### config.mk
export PLATFORM = sky130hd
export DESIGN_NAME = tcps_top
export DESIGN_NICKNAME = d
export VERILOG_FILES = /design/src/hw/tcps_pkg.sv /design/src/hw/tcps_top.sv /design/src/hw/tcps_sync.sv /design/src/hw/tcps_div.sv
export VERILOG_INCLUDE_DIRS = /design/src /design/src/hw
export SDC_FILE = /design/constraint.sdc
export NUM_CORES = 1
export LEC_CHECK = 0
export BUFFER_PORTS_ARGS = -buffer_cell sky130_fd_sc_hd__clkbuf_2
export CORE_MARGIN = 2
export CORE_UTILIZATION = 53
export DETAILED_ROUTE_END_ITERATION = 7
export PLACE_DENSITY = 0.86
export SETUP_SLACK_MARGIN = 0.5
export SLEW_MARGIN = 20
export SYNTH_ARGS = -nofsm -noshare
export SYNTH_HDL_FRONTEND = slang
export SYNTH_SLANG_ARGS = --single-unit
### constraint.sdc
create_clock -name pclk -period 3.3 [get_ports pclk]
set_clock_uncertainty 0.15 [all_clocks]
set_input_delay 0.495 -clock pclk [delete_from_list [all_inputs] [get_ports pclk]]
set_output_delay 0.495 -clock pclk [all_outputs]
set_load 0.02 [all_outputs]
### src/hw/tcps_defs.svh
`ifndef TCPS_DEFS_SVH
`define TCPS_DEFS_SVH
// Register byte addresses (printed offsets are byte addresses).
`define TCPS_ADDR_T0LO   12'h08a
`define TCPS_ADDR_T1LO   12'h08b
`define TCPS_ADDR_CTRL   12'h08e
`define TCPS_ADDR_MODE   12'h090
// Control register fields.
`define TCPS_CTRL_T2H    5
`define TCPS_CTRL_T2L    4
`define TCPS_CTRL_T1     3
`define TCPS_CTRL_T0     2
`define TCPS_CTRL_WMASK  8'h3f
// Own mode register fields.
`define TCPS_MODE_T0CNT  0
`define TCPS_MODE_T1CNT  1
`define TCPS_MODE_T2X    2
`define TCPS_MODE_SPLIT  3
`define TCPS_MODE_WMASK  8'h0f
// Reset values.
`define TCPS_RST_BYTE    8'h00
// Prescale codes and divisors.
`define TCPS_CODE_DIV12  2'b00
`define TCPS_CODE_DIV4   2'b01
`define TCPS_CODE_DIV48  2'b10
`define TCPS_CODE_EXT8   2'b11
`define TCPS_DIV12       6'd12
`define TCPS_DIV4        6'd4
`define TCPS_DIV48       6'd48
`define TCPS_DIV8        6'd8
`endif

### src/hw/tcps_pkg.sv
package tcps_pkg;
  // Per-timer count-enable pulses leaving the block.
  typedef struct packed {
    logic t0;
    logic t1;
    logic t2_low;
    logic t2_high;
  } tcps_ticks_s;
  // Prescaler source selection.
  typedef enum logic [3:0] {
    SRC_DIV12 = 4'b0001,
    SRC_DIV4  = 4'b0010,
    SRC_DIV48 = 4'b0100,
    SRC_EXT8  = 4'b1000
  } tcps_src_e;
endpackage

### src/hw/tcps_top.sv
// Summary of operation
// Prescale code 00, 01, 10 divides system clock by 12, 4, 48.
// Code 11 gives synchronised external clock divided by 8.
// Timer 1 select 0 uses prescaler, 1 uses system clock.
// Timer 1 counter mode makes its clock select irrelevant.
// Timer 0 select 0 uses prescaler, 1 uses system clock.
// Timer 0 counter mode makes its clock select ignored.
// Timer 2 low select: 0 external choice, 1 system clock.
// Timer 2 high select, split mode only, same choice as low.
// Control bits 7 and 6 read zero and ignore writes.
// Timer 0 low byte is read/write and resets to zero.
// Timer 1 low byte is read/write and resets to zero.
// A prescaler choice reaches a timer as one-cycle enable pulse; system clock as a constant enable.
`timescale 1ns/10ps
`default_nettype none
`include "tcps_defs.svh"
module tcps_top (
  input  wire logic               pclk,
  input  wire logic               presetn,
  input  wire logic               psel,
  input  wire logic               penable,
  input  wire logic               pwrite,
  input  wire logic [11:0]        paddr,
  input  wire logic [31:0]        pwdata,
  output logic [31:0]             prdata,
  output logic                    pready,
  output logic                    pslverr,
  input  wire logic               ext_clk,
  input  wire logic               t0_event,
  input  wire logic               t1_event,
  input  wire logic               t2_ext_tick,
  input  wire logic               t0_inc,
  input  wire logic               t1_inc,
  output tcps_pkg::tcps_ticks_s   ticks,
  output logic [7:0]              t0_count_low,
  output logic [7:0]              t1_count_low
);

  //////////////////////////////////////////////////////////////////////////
  // Register storage and bus decode.
  logic [7:0]          ctrl_ff;
  logic [7:0]          mode_ff;
  logic [7:0]          t0lo_ff;
  logic [7:0]          t1lo_ff;
  logic [31:0]         prdata_ff;
  logic                wr_en;
  logic                rd_en;
  logic                hit;
  logic                ext_rise;
  logic                div_tick;
  logic                div_en;
  logic [5:0]          div_sel;
  logic [1:0]          code_q_ff;
  tcps_pkg::tcps_src_e src;
  logic                t2x_tick;
  logic                t0_tick;
  logic                t1_tick;
  logic                t2l_tick;
  logic                t2h_tick;

  // Maps an address to its decode hit.
  function automatic logic addr_hit(input logic [11:0] a);
    addr_hit = (a == `TCPS_ADDR_T0LO) || (a == `TCPS_ADDR_T1LO) ||
               (a == `TCPS_ADDR_CTRL) || (a == `TCPS_ADDR_MODE);
  endfunction

  // Zero-wait slave; unmapped addresses answer with an error.
  assign hit     = addr_hit(paddr);
  assign wr_en   = psel & penable & pwrite & hit;
  assign rd_en   = psel & ~penable & ~pwrite;
  assign pready  = 1'b1;
  assign pslverr = psel & penable & ~hit;
  assign prdata  = prdata_ff;

  // Control register; only the low six bits store.
  always_ff @(posedge pclk or negedge presetn) begin
    if (!presetn) begin
      ctrl_ff <= `TCPS_RST_BYTE;
    end else if (wr_en && paddr == `TCPS_ADDR_CTRL) begin
      ctrl_ff <= pwdata[7:0] & `TCPS_CTRL_WMASK;
    end
  end

  // Mode register: counter modes, Timer 2 external choice, split mode.
  always_ff @(posedge pclk or negedge presetn) begin
    if (!presetn) begin
      mode_ff <= `TCPS_RST_BYTE;
    end else if (wr_en && paddr == `TCPS_ADDR_MODE) begin
      mode_ff <= pwdata[7:0] & `TCPS_MODE_WMASK;
    end
  end

  // Timer 0 low byte; a software write wins over the count increment.
  always_ff @(posedge pclk or negedge presetn) begin
    if (!presetn) begin
      t0lo_ff <= `TCPS_RST_BYTE;
    end else if (wr_en && paddr == `TCPS_ADDR_T0LO) begin
      t0lo_ff <= pwdata[7:0];
    end else if (t0_inc) begin
      t0lo_ff <= t0lo_ff + 8'h01;
    end
  end

  // Timer 1 low byte, same arrangement as Timer 0.
  always_ff @(posedge pclk or negedge presetn) begin
    if (!presetn) begin
      t1lo_ff <= `TCPS_RST_BYTE;
    end else if (wr_en && paddr == `TCPS_ADDR_T1LO) begin
      t1lo_ff <= pwdata[7:0];
    end else if (t1_inc) begin
      t1lo_ff <= t1lo_ff + 8'h01;
    end
  end

  // Read data is latched in the setup phase so it is a flop output.
  always_ff @(posedge pclk or negedge presetn) begin
    if (!presetn) begin
      prdata_ff <= 32'h0000_0000;
    end else if (rd_en) begin
      case (paddr)
        `TCPS_ADDR_T0LO: prdata_ff <= {24'h00_0000, t0lo_ff};
        `TCPS_ADDR_T1LO: prdata_ff <= {24'h00_0000, t1lo_ff};
        `TCPS_ADDR_CTRL: prdata_ff <= {24'h00_0000, ctrl_ff};
        `TCPS_ADDR_MODE: prdata_ff <= {24'h00_0000, mode_ff};
        default:         prdata_ff <= 32'h0000_0000;
      endcase
    end
  end

  assign t0_count_low = t0lo_ff;
  assign t1_count_low = t1lo_ff;

  //////////////////////////////////////////////////////////////////////////
  // Shared prescaler.
  tcps_sync u_sync (
    .pclk    (pclk),
    .presetn (presetn),
    .din     (ext_clk),
    .rise    (ext_rise)
  );

  // Decode the prescale code into a one-hot source.
  always_comb begin
    case (ctrl_ff[1:0])
      `TCPS_CODE_DIV12: src = tcps_pkg::SRC_DIV12;
      `TCPS_CODE_DIV4:  src = tcps_pkg::SRC_DIV4;
      `TCPS_CODE_DIV48: src = tcps_pkg::SRC_DIV48;
      default:          src = tcps_pkg::SRC_EXT8;
    endcase
  end

  // One counter serves all codes; only its input and divisor change.
  always_comb begin
    case (src)
      tcps_pkg::SRC_DIV12: begin
        div_sel = `TCPS_DIV12;
        div_en  = 1'b1;
      end
      tcps_pkg::SRC_DIV4: begin
        div_sel = `TCPS_DIV4;
        div_en  = 1'b1;
      end
      tcps_pkg::SRC_DIV48: begin
        div_sel = `TCPS_DIV48;
        div_en  = 1'b1;
      end
      tcps_pkg::SRC_EXT8: begin
        div_sel = `TCPS_DIV8;
        div_en  = ext_rise;
      end
      default: begin
        div_sel = `TCPS_DIV12;
        div_en  = 1'b1;
      end
    endcase
  end

  // Remember the code so a change restarts the count.
  always_ff @(posedge pclk or negedge presetn) begin
    if (!presetn) begin
      code_q_ff <= 2'b00;
    end else begin
      code_q_ff <= ctrl_ff[1:0];
    end
  end

  tcps_div u_div (
    .pclk    (pclk),
    .presetn (presetn),
    .en      (div_en),
    .clr     (code_q_ff != ctrl_ff[1:0]),
    .div     (div_sel),
    .tick    (div_tick)
  );

  //////////////////////////////////////////////////////////////////////////
  // Per-timer selection as enables; system clock choices hold the enable high every cycle.
  assign t2x_tick = mode_ff[`TCPS_MODE_T2X] ? div_tick : t2_ext_tick;

  // Counter mode takes the event input and ignores the clock select.
  always_comb begin
    if (mode_ff[`TCPS_MODE_T0CNT]) begin
      t0_tick = t0_event;
    end else if (ctrl_ff[`TCPS_CTRL_T0]) begin
      t0_tick = 1'b1;
    end else begin
      t0_tick = div_tick;
    end
  end

  always_comb begin
    if (mode_ff[`TCPS_MODE_T1CNT]) begin
      t1_tick = t1_event;
    end else if (ctrl_ff[`TCPS_CTRL_T1]) begin
      t1_tick = 1'b1;
    end else begin
      t1_tick = div_tick;
    end
  end

  assign t2l_tick = ctrl_ff[`TCPS_CTRL_T2L] ? 1'b1 : t2x_tick;
  // Outside split mode the high byte takes the low byte's enable unchanged.
  assign t2h_tick = ~mode_ff[`TCPS_MODE_SPLIT] ? t2l_tick :
                    (ctrl_ff[`TCPS_CTRL_T2H] ? 1'b1 : t2x_tick);

  assign ticks.t0      = t0_tick;
  assign ticks.t1      = t1_tick;
  assign ticks.t2_low  = t2l_tick;
  assign ticks.t2_high = t2h_tick;

  //////////////////////////////////////////////////////////////////////////
  // Assertions.
  property p_reserved_zero;
    @(posedge pclk) disable iff (!presetn) ctrl_ff[7:6] == 2'b00;
  endproperty
  a_reserved_zero: assert property (p_reserved_zero)
    else $error("reserved control bits not zero");

  // The code must already hold the cycle before the tick, since a code
  // change clears the counter and would shift the next tick by one.
  property p_div4;
    @(posedge pclk) disable iff (!presetn)
      (src == tcps_pkg::SRC_DIV4) ##1
      (src == tcps_pkg::SRC_DIV4 && div_tick) ##1
      (src == tcps_pkg::SRC_DIV4) [*4] |-> div_tick;
  endproperty
  a_div4: assert property (p_div4)
    else $error("divide by four period wrong");

  property p_div12_gap;
    @(posedge pclk) disable iff (!presetn)
      (src == tcps_pkg::SRC_DIV12 && div_tick)
      |=> (src != tcps_pkg::SRC_DIV12 || !div_tick) [*8];
  endproperty
  a_div12_gap: assert property (p_div12_gap)
    else $error("divide by twelve pulse too early");

  property p_ext_no_tick;
    @(posedge pclk) disable iff (!presetn)
      (src == tcps_pkg::SRC_EXT8 && $stable(ctrl_ff) && !div_en)
      |=> !div_tick;
  endproperty
  a_ext_no_tick: assert property (p_ext_no_tick)
    else $error("external divide ticked without edge");

  property p_t0_sys;
    @(posedge pclk) disable iff (!presetn)
      (!mode_ff[`TCPS_MODE_T0CNT] && ctrl_ff[`TCPS_CTRL_T0]) |-> ticks.t0;
  endproperty
  a_t0_sys: assert property (p_t0_sys)
    else $error("timer 0 not on system clock");

  property p_t0_pre;
    @(posedge pclk) disable iff (!presetn)
      (!mode_ff[`TCPS_MODE_T0CNT] && !ctrl_ff[`TCPS_CTRL_T0])
      |-> (ticks.t0 == div_tick);
  endproperty
  a_t0_pre: assert property (p_t0_pre)
    else $error("timer 0 not on prescaler");

  property p_t0_cnt;
    @(posedge pclk) disable iff (!presetn)
      mode_ff[`TCPS_MODE_T0CNT] |-> (ticks.t0 == t0_event);
  endproperty
  a_t0_cnt: assert property (p_t0_cnt)
    else $error("timer 0 counter mode not on event");

  property p_t1_cnt;
    @(posedge pclk) disable iff (!presetn)
      mode_ff[`TCPS_MODE_T1CNT] |-> (ticks.t1 == t1_event);
  endproperty
  a_t1_cnt: assert property (p_t1_cnt)
    else $error("timer 1 counter mode not on event");

  property p_t1_sys;
    @(posedge pclk) disable iff (!presetn)
      (!mode_ff[`TCPS_MODE_T1CNT] && ctrl_ff[`TCPS_CTRL_T1]) |-> ticks.t1;
  endproperty
  a_t1_sys: assert property (p_t1_sys)
    else $error("timer 1 not on system clock");

  property p_t2l;
    @(posedge pclk) disable iff (!presetn)
      (!ctrl_ff[`TCPS_CTRL_T2L] && !mode_ff[`TCPS_MODE_T2X])
      |-> (ticks.t2_low == t2_ext_tick);
  endproperty
  a_t2l: assert property (p_t2l)
    else $error("timer 2 low source wrong");

  property p_t2h_split;
    @(posedge pclk) disable iff (!presetn)
      (mode_ff[`TCPS_MODE_SPLIT] && ctrl_ff[`TCPS_CTRL_T2H]) |-> ticks.t2_high;
  endproperty
  a_t2h_split: assert property (p_t2h_split)
    else $error("timer 2 high not on system clock");

  property p_t2h_whole;
    @(posedge pclk) disable iff (!presetn)
      !mode_ff[`TCPS_MODE_SPLIT] |-> (ticks.t2_high == ticks.t2_low);
  endproperty
  a_t2h_whole: assert property (p_t2h_whole)
    else $error("timer 2 high select used outside split mode");

  property p_t0lo_wr;
    @(posedge pclk) disable iff (!presetn)
      (wr_en && paddr == `TCPS_ADDR_T0LO) |=> t0lo_ff == $past(pwdata[7:0]);
  endproperty
  a_t0lo_wr: assert property (p_t0lo_wr)
    else $error("timer 0 low byte write lost");

  property p_t1lo_wr;
    @(posedge pclk) disable iff (!presetn)
      (wr_en && paddr == `TCPS_ADDR_T1LO) |=> t1lo_ff == $past(pwdata[7:0]);
  endproperty
  a_t1lo_wr: assert property (p_t1lo_wr)
    else $error("timer 1 low byte write lost");

  // Every divider output is a single-cycle enable, never a level.
  property p_tick_pulse;
    @(posedge pclk) disable iff (!presetn)
      div_tick |=> !div_tick;
  endproperty
  a_tick_pulse: assert property (p_tick_pulse)
    else $error("divider tick held for two cycles");

  c_div48: cover property (@(posedge pclk) src == tcps_pkg::SRC_DIV48
    && div_tick);
  c_ext8: cover property (@(posedge pclk) src == tcps_pkg::SRC_EXT8
    && div_tick);
  c_split: cover property (@(posedge pclk) mode_ff[`TCPS_MODE_SPLIT]
    && ticks.t2_high);
  c_t1_counter: cover property (@(posedge pclk) mode_ff[`TCPS_MODE_T1CNT]
    && ticks.t1);
endmodule
`default_nettype wire

### src/hw/tcps_sync.sv
`timescale 1ns/10ps
`default_nettype none
// Two-stage synchroniser followed by a rising edge detector.
module tcps_sync (
  input  wire logic pclk,
  input  wire logic presetn,
  input  wire logic din,
  output logic      rise
);
  logic s1_ff;
  logic s2_ff;
  logic s3_ff;

  // Only s2_ff and s3_ff feed the edge detector; s1_ff may be metastable.
  always_ff @(posedge pclk or negedge presetn) begin
    if (!presetn) begin
      s1_ff <= 1'b0;
      s2_ff <= 1'b0;
      s3_ff <= 1'b0;
    end else begin
      s1_ff <= din;
      s2_ff <= s1_ff;
      s3_ff <= s2_ff;
    end
  end

  assign rise = s2_ff & ~s3_ff;
endmodule
`default_nettype wire

### src/hw/tcps_div.sv
`timescale 1ns/10ps
`default_nettype none
`include "tcps_defs.svh"
// Counts enable pulses and emits one pulse every div of them.
module tcps_div (
  input  wire logic       pclk,
  input  wire logic       presetn,
  input  wire logic       en,
  input  wire logic       clr,
  input  wire logic [5:0] div,
  output logic            tick
);
  logic [5:0] cnt_ff;
  logic       tick_ff;

  // Clearing on a divisor change avoids one long stray period.
  always_ff @(posedge pclk or negedge presetn) begin
    if (!presetn) begin
      cnt_ff  <= 6'h00;
      tick_ff <= 1'b0;
    end else if (clr) begin
      cnt_ff  <= 6'h00;
      tick_ff <= 1'b0;
    end else begin
      tick_ff <= 1'b0;
      if (en) begin
        if (cnt_ff == div - 6'd1) begin
          cnt_ff  <= 6'h00;
          tick_ff <= 1'b1;
        end else begin
          cnt_ff <= cnt_ff + 6'd1;
        end
      end
    end
  end

  assign tick = tick_ff;
endmodule
`default_nettype wire

==> results of run 1 <==
layout by cell type, fill, tap and decap left out, drive strengths merged, types with 7 or more instances in the layout:
cell	Yosys	routed
xnor2	10	10
nor2	10	10
dfrtp	46	46
nand2	26	26
xor2	7	7
a21oi	8	8
conb	2	25
clkbuf	6	64
mux2i	10	10
mux2	28	28
o21ai	8	8
metal layers:
layer	up-vias	GRT usage, %	share of wire, %
li1	996	-	-
met1	1011	28.1	44
met2	88	32.5	48
met3	12	5.09	6.0
met4	0	8.55	2.5
met5	-	0	0
registers in the layout, indices dropped and copies added (netlist names):
name / cells
code_q_ff: 2
ctrl_ff: 6
mode_ff: 4
prdata: 8
t0_count_low: 8
t1_count_low: 8
u_div.cnt_ff: 6
u_div.tick: 1
u_sync.s1_ff: 1
u_sync.s2_ff: 1
u_sync.s3_ff: 1
through the flow:
step / util [%] / power (mW) / setup WS, ns
2_1_floorplan: - / 1.34 / 0.644
3_3_place_gp: 59.0 / 1.51 / 0.445
3_5_place_dp: 59.0 / 1.54 / 0.446
4_1_cts: 60.8 / 1.89 / 0.592
5_1_grt: 60.9 / 2.00 / 0.690
6_report: 60.9 / 1.89 / 0.747
layout make-up:
type	count	area [um^2]
repair buffers	61	310
well taps	70	87.6
clock inverters	3	25.0
fillers	419	1970
inverters	2	7.51
clock buffers	5	68.8
multi-input cells	200	1420
flip-flops and latches	46	1150
power groups by stage:
stage	clock (mW)	combinational [mW]	sequential [mW]
finish	0.355	0.690	0.845
global route	0.383	0.755	0.862
CTS	0.364	0.691	0.838
detailed placement	0	0.689	0.847
global placement	0	0.664	0.844
floorplan	0	0.433	0.909
worst max-delay path: cells and delay by family:
kind                   cells  cell delay, ns
AO/OA/AOI/OAI              1            0.14
buffers and inverters      2            0.23
AND/OR/NAND/NOR            3            1.04
cell families (layout without fill, tap and decap cells):
logic type / count (synthesis) / count (layout)
AO/OA/AOI/OAI: 32 / 32
flip-flops: 46 / 46
multiplexers: 38 / 38
AND/OR/NAND/NOR: 85 / 85
other: 2 / 25
adder cells (fa/ha/maj): 3 / 3
buffers and inverters: 40 / 71
XOR/XNOR: 17 / 17
final timing paths:
check,slack [ns],end,from
worst max-delay path,0.75,pslverr,paddr[9]
worst min-delay path,0.11,u_div.cnt_ff[2],presetn
worst max register to register,1.15,u_div.cnt_ff[3],ctrl_ff[1]
worst min register to register,0.21,u_sync.s2_ff,u_sync.s1_ff
max in group asynchronous,2.18,prdata[2],presetn
min in group pclk,0.14,u_sync.s1_ff,ext_clk
==> impl_summary.txt, run 1 <==
----------------------------------------------------
[Status]
  Result of the run ... completed

[Drt]
  Number of vias per cell after detailed routing ... 5.44
  Post-route DRC ... 0
  Wirelength per Cell ... 15.2 um
  Detailed router's first-iteration violation count ... 100
  Total via count after detailed routing ... 2107
  Routed WL ... 5890 um
  Count of nets left with antenna violations after detail routing ... 0
  First-pass detailed-route iteration total ... 4

[Critical path]
  Critical path's slowest cell ... sky130_fd_sc_hd__or4_4
  Worst R2R Path Depth ... 4
  Kind of critical path ... input pin to primary output
  Critical Path Sink Type ... primary output
  Max incr delay on CP ... 0.53 ns
  Crit-path cells ... clkbuf_2, or4_4, nor3_2, o21ai_0, and3_1, clkbuf_2
  Cell repeated most along the worst path ... sky130_fd_sc_hd__clkbuf_2
  Worst-path fanout max ... 5
  Critical Path Source Type ... input pin
  Req. time, crit path ... 2.65 ns
  Arrival time of data at the critical path endpoint ... 1.91 ns

[Synth]
  Combinational family with the most area after synthesis ... simple AND/OR/NAND/NOR gates
  Number of flops mapped to enable cells by yosys ... 0
  Proportion of synthesized chip area in sequential cells ... 41.9%
  Commonest cells post-synth ... sky130_fd_sc_hd__dfrtp_1 (46), sky130_fd_sc_hd__buf_4 (29), sky130_fd_sc_hd__nand2_1 (26)
  Area of the mapped netlist ... 2750 um^2
  Count of warnings emitted by yosys ... 0
  Leading post-synthesis cells by cell area ... sky130_fd_sc_hd__dfrtp_1 (42%), sky130_fd_sc_hd__mux2_2 (8.2%), sky130_fd_sc_hd__buf_4 (7.9%), sky130_fd_sc_hd__mux2_4 (4.4%), sky130_fd_sc_hd__mux2i_1 (3.6%)
  Simple-Gate Fraction of Synth Area ... 17.5%
  Xor and xnor fraction of the mapped netlist area ... 5.42%
  Avg Cell Area, Syn ... 10.4 um^2
  Area share of fa/ha/maj cells after synthesis ... 1.37%
  Library cell with the highest instance count after synthesis ... sky130_fd_sc_hd__dfrtp_1
  Cell taking the most area after synthesis ... sky130_fd_sc_hd__dfrtp_1
  Share of flip-flops with an asynchronous set or reset after synthesis ... 100%
  Mapped Cells ... 263
  Number of register bits inferred by synthesis ... 46
  Distinct cell type count of the synthesized netlist ... 44
  Share of Yosys cell area claimed by the top area cell type ... 41.9%
  Mux share of post-synthesis cell area ... 16.2%
  Prevailing post-synth register cell ... sky130_fd_sc_hd__dfrtp_1
  Synth Area in Compound Gates ... 7.60%

[Power and ir drop]
  Highest ir drop seen on vdd ... 401 uV
  Total leakage power ... 1.51 nW
  Switching share of power ... 38.4%
  PD cells ... 615 nW/um^2
  Fraction of power consumed by sequential logic ... 44.7%
  Internal Power ... 1.16 mW
  Switching power ... 726 uW
  Combinational group share of total power ... 36.5%
  Fraction of power consumed by the clock network ... 18.8%

[Layout]
  Layout Cell Area excl Fill ... 3070 um^2
  Area Growth Syn to Fin ... 11.8%
  Net count of the finished layout ... 374
  Final instance count without filler cells ... 387
  Share of layout cells above drive strength 1 ... 32.8%
  Number of antenna repair diodes ... 0

[Floorplanning]
  Overall die height ... 76 um
  Effective utilization at floorplan ... 54.5%
  Die Area ... 5780 um^2
  Horiz. Die Dim ... 76 um
  Total I/O pin count ... 109
  Cell row count ... 26
  Std-Cell Core Area ... 5040 um^2

[Clock tree]
  Cell at the root of the clock tree ... sky130_fd_sc_hd__clkbuf_8
  Number of buffers between clock root and the deepest sink ... 2
  TritonCTS clock tree ... yes
  TritonCTS Sinks ... 46
  Number of H-tree levels ... 2
  Count of hold buffers inserted by post-cts repair ... 0
  TritonCTS buffer count ... 5
  Clock-pin transition on the worst setup and hold timing paths ... 0.09 ns
  Number of buffers added for setup after CTS ... 0
  Clock latency reported for the late side of the worst-skew pair ... 0.30 ns
  Post-CTS resize count ... 0

[STA]
  Max-Slew Margin vs Limit ... 46.7%
  Final worst hold slack ... 0.113 ns
  Final Hold Vio Count ... 0
  Fmax achieved ... 392 MHz
  Setup repair after global routing missed its margin ... false
  Number of setup violations in the final report ... 0
  Worst slew pin tran ... 0.800 ns
  Period utilisation layout ... 77.4%
  Max-slew violation total from the final report ... 0
  Setup_tns ... 0 ns
  Final critical delay including setup and external delays ... 2.55 ns

[GRT]
  Total GRT Usage ... 20.8%
  Largest net degree at the start of global routing ... 33
  Global-route wire length before repair ... 9560 um
  Initial antenna violation count ... 0
  Via count of the first global-routing pass ... 1972
  Total gr overflow ... 0

[Placement]
  Cell count after placement ... 379
  Weighted congestion reported at the end of routability-driven placement ... 0.924
  HPWL Detailed ... 4450 um
  Input/output buffers ... 59
  Placed cell area ... 2970 um^2

[Min path]
  Class of the worst hold path ... input pin to asynchronous set/reset pin

[Run]
  Max Cap Viol ... 0

----------------------------------------------------
(Power assumes the default switching activity.)
==> inputs of run 2 (changes only) <==
--- a/config.mk
+++ b/config.mk
@@ -8,9 +8,9 @@
 export LEC_CHECK = 0
 export BUFFER_PORTS_ARGS = -buffer_cell sky130_fd_sc_hd__clkbuf_2
 export CORE_MARGIN = 2
-export CORE_UTILIZATION = 53
+export CORE_UTILIZATION = 44
 export DETAILED_ROUTE_END_ITERATION = 7
-export PLACE_DENSITY = 0.86
+export PLACE_DENSITY = 0.76
 export SETUP_SLACK_MARGIN = 0.5
 export SLEW_MARGIN = 20
 export SYNTH_ARGS = -nofsm -noshare
==> constraint.sdc (replaced) <==
create_clock -name pclk -period 2.3 [get_ports pclk]
set_clock_uncertainty 0.15 [all_clocks]
set_input_delay 0.345 -clock pclk [delete_from_list [all_inputs] [get_ports pclk]]
set_output_delay 0.345 -clock pclk [all_outputs]
set_load 0.02 [all_outputs]
==> run 2 against run 1 <==
Net effect: the run now ends with negative setup slack left; first-iteration DRC count is 100% higher; non-clock buffer count is 16 higher; clock power increased by 110%; power rose by 61%; register-to-register slack worse by 0.60 ns; global-route usage shrank 1.7 points; critical path depth is 1 lower; setup slack got worse by 0.79 ns; sequential share of layout area fell by 3.7 points; hold slack gained 0.025 ns; critical path type is now input pin to register; critical endpoint is now t0_count_low[3]; largest power group unchanged.
==> impl_summary.txt, run 2 (synthesis results as in run 1) <==
----------------------------------------------------
[Drt]
  Count of nets left with antenna violations after detail routing ... 0 (unchanged)
  Routed WL ... 6620 um (+12%)
  First-pass detailed-route iteration total ... 4 (unchanged)
  Total via count after detailed routing ... 2182 (+3.6%)
  Post-route DRC ... 0 (unchanged)
  Detailed router's first-iteration violation count ... 203 (+100%)
  Wirelength per Cell ... 16.2 um (+6.7%)
  Number of vias per cell after detailed routing ... 5.35 (-1.8%)

[Clock tree]
  TritonCTS buffer count ... 5 (unchanged)
  Clock latency reported for the late side of the worst-skew pair ... 0.30 ns (about the same)
  Number of buffers between clock root and the deepest sink ... 2 (unchanged)
  Number of H-tree levels ... 2 (unchanged)
  TritonCTS Sinks ... 46 (unchanged)
  Clock-pin transition on the worst setup and hold timing paths ... 0.08 ns (about the same)
  Cell at the root of the clock tree ... sky130_fd_sc_hd__clkbuf_8
  TritonCTS clock tree ... yes

[Min path]
  Class of the worst hold path ... input pin to register
  Origin of the worst min-delay path ... pwdata[7]

[Floorplanning]
  Std-Cell Core Area ... 5990 um^2 (+19%)
  Total I/O pin count ... 109 (unchanged)
  Overall die height ... 83.0 um (+9.2%)
  Die Area ... 6890 um^2 (+19%)
  Effective utilization at floorplan ... 45.9% (-8.6 points)
  Horiz. Die Dim ... 83.0 um (+9.2%)
  Cell row count ... 28 (+7.7%)

[Critical path]
  Worst-path fanout max ... 8 (+3)
  Kind of critical path ... input pin to register
  Req. time, crit path ... 2.34 ns (-0.31 ns)
  Critical Path Sink Type ... register
  Critical Path Source Type ... input pin
  Origin of the critical flop-to-flop path ... ctrl_ff[0]
  Worst Setup SP ... paddr[9]
  Arrival time of data at the critical path endpoint ... 2.38 ns (+0.47 ns)

[STA]
  Worst Slack Setup Final ... -0.0388 ns (-0.786 ns)
  Setup repair after global routing missed its margin ... true
  Final critical delay including setup and external delays ... 2.34 ns
  Max-Slew Margin vs Limit ... 59.5% (+13 points)
  Period utilisation layout ... 102%
  Final Hold Vio Count ... 0 (unchanged)
  Fmax achieved ... 428 MHz
  Worst slew pin tran ... 0.608 ns (-0.192 ns)
  Number of setup violations in the final report ... 8 (+8)
  Max-slew violation total from the final report ... 0 (unchanged)

[GRT]
  Total GRT Usage ... 19.2% (-1.7 points)
  Via count of the first global-routing pass ... 2108 (+6.9%)
  Global-route wire length before repair ... 10700 um (+12%)
  Largest net degree at the start of global routing ... 25 (-24%)
  Total gr overflow ... 0 (unchanged)
  Initial antenna violation count ... 0 (unchanged)

[Layout]
  Final instance count without filler cells ... 408 (+5.4%)
  Most frequent cells in the layout ... sky130_fd_sc_hd__clkbuf_2 (58), sky130_fd_sc_hd__dfrtp_1 (44), sky130_fd_sc_hd__nand2_1 (26)
  Number of antenna repair diodes ... 0 (unchanged)
  Share of layout cells above drive strength 1 ... 38.1% (+5.3 points)
  Net count of the finished layout ... 390 (+4.3%)
  Most common library cell in the layout ignoring fill and taps ... sky130_fd_sc_hd__clkbuf_2
  Area Growth Syn to Fin ... 24.2%

[Power and ir drop]
  Total power consumption of the routed design ... 3.04 mW (+61%)
  Highest ir drop seen on vdd ... 659 uV (+64%)
  PD cells ... 890 nW/um^2 (+45%)
  Total leakage power ... 1.67 nW (+10%)

[Placement]
  HPWL Detailed ... 4720 um (+6.1%)
  Weighted congestion reported at the end of routability-driven placement ... 0.861 (-6.9%)
  Pre-CTS WS ... -0.339 ns (-0.785 ns)
  Input/output buffers ... 59 (unchanged)
  Cell count after placement ... 393 (+3.7%)

[Run]
  Max Cap Viol ... 0 (unchanged)

[Status]
  Violated checks ... negative setup slack
  Result of the run ... finished with violations

----------------------------------------------------
==> run 2: worst max-delay path: stages <==
cell and delay, ns:
sky130_fd_sc_hd__clkbuf_2 0.08, sky130_fd_sc_hd__or4_4 0.53, sky130_fd_sc_hd__or4b_4 0.53, sky130_fd_sc_hd__or4_4 0.56
sky130_fd_sc_hd__mux2_4 0.34
==> run 2: cell type report <==
| type | instances | area [um^2] |
|---|---|---|
| clock buffers | 6 | 82.6 |
| multi-input cells | 200 | 1540 |
| clock inverters | 2 | 60.1 |
| well taps | 75 | 93.8 |
| fillers | 530 | 2580 |
| inverters | 2 | 7.51 |
| flip-flops and latches | 46 | 1150 |
| repair buffers | 77 | 474 |
==> run 2: per-layer routing <==
layer	wire [um]	GRT usage, %
met2	3220	30.9
met1	2870	25.9
met3	405	3.78
met5	0	0
met4	125	6.41
==> run 2: worst paths after layout <==
| check | to | slack (ns) | depth (start not counted) |
|---|---|---|---|
| max | t0_count_low[3] | -0.04 | 5 |
| min reg2reg | u_sync.s2_ff | 0.20 | 0 |
| min in group asynchronous | t0_count_low[4] | 0.43 | 2 |
| max in group asynchronous | ctrl_ff[1] | 1.02 | 3 |
| min | t1_count_low[7] | 0.14 | 2 |
| max reg2reg | u_div.cnt_ff[3] | 0.55 | 4 |
==> run 2: power by group <==
| part | internal, mW | switching (mW) |
|---|---|---|
| logic | 0.536 | 0.540 |
| registers | 0.971 | 0.257 |
| clock network | 0.463 | 0.269 |
==> run 2: what timing repair did <==
item | 4_1_cts | 5_1_grt
setup buffers | 3 | 2
hold endpoints to repair | 23 | 0
pin swaps | 0 | 6
hold buffers | 2 | 0
resized for setup | 7 | 25
setup endpoints to repair | 33 | 41
==> run 2: metrics by stage <==
stage               hold WS [ns]  setup TNS [ns]  util [%]  cell area (um^2)
floorplan                 -0.101           -3.12         -              2880
global placement           0.184           -4.39      51.6              3090
detailed placement         0.189           -4.65      51.6              3090
CTS                        0.134          -0.192      55.0              3300
global route               0.138          -0.255      57.0              3410
finish                     0.139          -0.244      57.0              3410
==> inputs of run 3 (changes only) <==
--- a/config.mk
+++ b/config.mk
@@ -8,9 +8,10 @@
 export LEC_CHECK = 0
 export BUFFER_PORTS_ARGS = -buffer_cell sky130_fd_sc_hd__clkbuf_2
 export CORE_MARGIN = 2
-export CORE_UTILIZATION = 44
+export CORE_UTILIZATION = 46
+export CTS_BUF_LIST = sky130_fd_sc_hd__clkbuf_8
 export DETAILED_ROUTE_END_ITERATION = 7
-export PLACE_DENSITY = 0.76
+export PLACE_DENSITY = 0.79
 export SETUP_SLACK_MARGIN = 0.5
 export SLEW_MARGIN = 20
 export SYNTH_ARGS = -nofsm -noshare
==> run 3 against run 2 <==
Net effect: the flow still finishes with violations (negative setup slack); highest routed layer unchanged; via count up 1.2%; final area down 3.7%; routed wire length down 4.0%; setup slack worse by 0.0032 ns; sequential share of layout area up 1.3 points; utilization down 0.82 points; combinational power about the same; flip-flop and latch count unchanged; largest cell class unchanged; die area down 4.1%; register-to-register slack about the same; critical path depth unchanged.
==> impl_summary.txt, run 3 (synthesis results as in run 1) <==
----------------------------------------------------
[Floorplanning]
  Std-Cell Core Area ... 5850 um^2 (-2.3%)
  Total I/O pin count ... 109 (unchanged)
  Cell row count ... 28 (unchanged)
  Horiz. Die Dim ... 81.3 um (-2.1%)
  Overall die height ... 81.3 um (-2.1%)
  Die Area ... 6610 um^2 (-4.1%)
  Effective utilization at floorplan ... 47.0% (+1.1 points)

[Drt]
  Total via count after detailed routing ... 2208 (+1.2%)
  Routed WL ... 6360 um (-4.0%)
  Post-route DRC ... 0 (unchanged)
  Count of nets left with antenna violations after detail routing ... 0 (unchanged)
  Number of vias per cell after detailed routing ... 5.43 (+1.4%)
  Wirelength per Cell ... 15.6 um (-3.7%)
  Detailed router's first-iteration violation count ... 161 (-21%)
  First-pass detailed-route iteration total ... 4 (unchanged)

[Power and ir drop]
  Highest ir drop seen on vdd ... 430 uV (-35%)
  Total leakage power ... 1.62 nW (-3.1%)
  PD cells ... 880 nW/um^2 (-1.1%)

[Critical path]
  Arrival time of data at the critical path endpoint ... 2.38 ns (about the same)
  Critical Path Source Type ... input pin
  Register-to-register setup slack ... 0.56 ns (about the same)
  Critical Path Sink Type ... register
  Worst-path fanout max ... 8 (unchanged)
  Req. time, crit path ... 2.34 ns (about the same)
  Kind of critical path ... input pin to register

[GRT]
  Global-route wire length before repair ... 9880 um (-7.5%)
  Largest net degree at the start of global routing ... 23 (-8.0%)
  Total gr overflow ... 0 (unchanged)
  Via count of the first global-routing pass ... 2038 (-3.3%)
  Initial antenna violation count ... 0 (unchanged)
  Total GRT Usage ... 19.7% (+0.51 points)

[Clock tree]
  Clock latency reported for the late side of the worst-skew pair ... 0.30 ns (about the same)
  TritonCTS buffer count ... 5 (unchanged)
  Number of H-tree levels ... 2 (unchanged)
  TritonCTS clock tree ... yes
  Number of buffers between clock root and the deepest sink ... 2 (unchanged)
  Clock-pin transition on the worst setup and hold timing paths ... 0.09 ns (about the same)
  Cell at the root of the clock tree ... sky130_fd_sc_hd__clkbuf_8
  TritonCTS Sinks ... 46 (unchanged)

[Layout]
  Most common library cell in the layout ignoring fill and taps ... sky130_fd_sc_hd__clkbuf_2
  Most frequent cells in the layout ... sky130_fd_sc_hd__clkbuf_2 (59), sky130_fd_sc_hd__dfrtp_1 (44), sky130_fd_sc_hd__nand2_1 (26)
  Net count of the finished layout ... 389 (-0.26%)
  Area Growth Syn to Fin ... 19.5%
  Share of layout cells above drive strength 1 ... 37.0% (-1.1 points)
  Number of antenna repair diodes ... 0 (unchanged)

[STA]
  Worst slew pin tran ... 0.530 ns (-0.0779 ns)
  Fmax achieved ... 427 MHz (-0.13%)
  Max-slew violation total from the final report ... 0 (unchanged)
  Number of setup violations in the final report ... 8 (unchanged)
  Final Hold Vio Count ... 0 (unchanged)
  Max-Slew Margin vs Limit ... 64.7% (+5.2 points)
  Setup repair after global routing missed its margin ... true
  Period utilisation layout ... 102% (+0.14 points)
  Worst Slack Setup Final ... -0.0420 ns (-0.00316 ns)
  Final critical delay including setup and external delays ... 2.34 ns (+0.00316 ns)
  Setup_tns ... -0.290 ns (-0.0462 ns)

[Status]
  Result of the run ... finished with violations
  Violated checks ... negative setup slack

[Min path]
  Class of the worst hold path ... input pin to register

[Placement]
  Input/output buffers ... 59 (unchanged)
  Pre-CTS WS ... -0.342 ns (-0.00331 ns)
  Weighted congestion reported at the end of routability-driven placement ... 0.884 (+2.7%)
  HPWL Detailed ... 4620 um (-2.1%)

[Run]
  Max Cap Viol ... 0 (unchanged)

----------------------------------------------------
[run 3: cell count changes in the layout (fill, tap and decap cells not counted), moves of 2 or more]
cell and delta:
sky130_fd_sc_hd__buf_4 +2, sky130_fd_sc_hd__buf_6 -3, sky130_fd_sc_hd__clkinvlp_4 +2, sky130_fd_sc_hd__mux2_2 +6
sky130_fd_sc_hd__mux2_4 -6, sky130_fd_sc_hd__o21ai_0 +3, sky130_fd_sc_hd__o21ai_1 -3
[run 3: critical path, cell delays in order]
cell,delay [ns]
sky130_fd_sc_hd__clkbuf_2,0.08
sky130_fd_sc_hd__or4_4,0.52
sky130_fd_sc_hd__or4b_4,0.53
sky130_fd_sc_hd__or4_4,0.56
sky130_fd_sc_hd__mux2_4,0.33
[run 3: what timing repair did]
action / 4_1_cts / 5_1_grt
hold buffers: 2 / 0
endpoints found under the setup margin: 33 / 40
endpoints found under the hold margin: 21 / 0
pin swaps: 0 / 1
setup buffers: 2 / 3
resized for setup: 10 / 3
[run 3: cell type report]
| type | count | area [um^2] |
|---|---|---|
| Tap cell | 75 | 93.8 |
| Clock buffer | 5 | 68.8 |
| Clock inverter | 3 | 45.0 |
| Timing Repair Buffer | 76 | 440 |
| Multi-Input combinational cell | 200 | 1480 |
| Fill cell | 494 | 2570 |
| Sequential cell | 46 | 1150 |
| Inverter | 2 | 7.51 |
[run 3: worst paths after layout]
kind,start,end,cells past startpoint
worst min register to register,u_sync.s1_ff,u_sync.s2_ff,0
worst max register to register,ctrl_ff[0],u_div.cnt_ff[3],4
worst min-delay path,pwdata[6],t0_count_low[6],2
worst max-delay path,paddr[9],t0_count_low[5],5
min in group asynchronous,presetn,mode_ff[1],2
max in group asynchronous,presetn,mode_ff[2],3
[run 3: metal layers]
| layer | wire length (um) | up-vias | part of all wire, % | global-route usage (%) |
|---|---|---|---|---|
| li1 | - | 1017 | - | - |
| met1 | 2780 | 1083 | 44 | 25.6 |
| met2 | 3160 | 101 | 50 | 33.6 |
| met3 | 333 | 7 | 5.2 | 2.78 |
| met4 | 83 | 0 | 1.3 | 6.61 |
| met5 | 0 | - | 0 | 0 |
[run 3: metrics by stage]
step                      hold slack [ns]  area (um^2)  total power [mW]  cells  util [%]
final                               0.148         3280              2.89    407      56.1
after detailed placement            0.186         3070              2.24    392      52.5
after CTS                           0.144         3250              2.88    404      55.6
after floorplan                    -0.101         2880              1.95    286         -
after global placement              0.190         3070              2.21    392      52.5
after global routing                0.148         3280              3.05    407      56.1
[run 3: power by group]
part	switching, mW	total [mW]	internal (mW)
Combinational	0.526	1.06	0.535
Sequential	0.258	1.23	0.971
Clock	0.277	0.601	0.323
Total	1.06	2.89	1.83
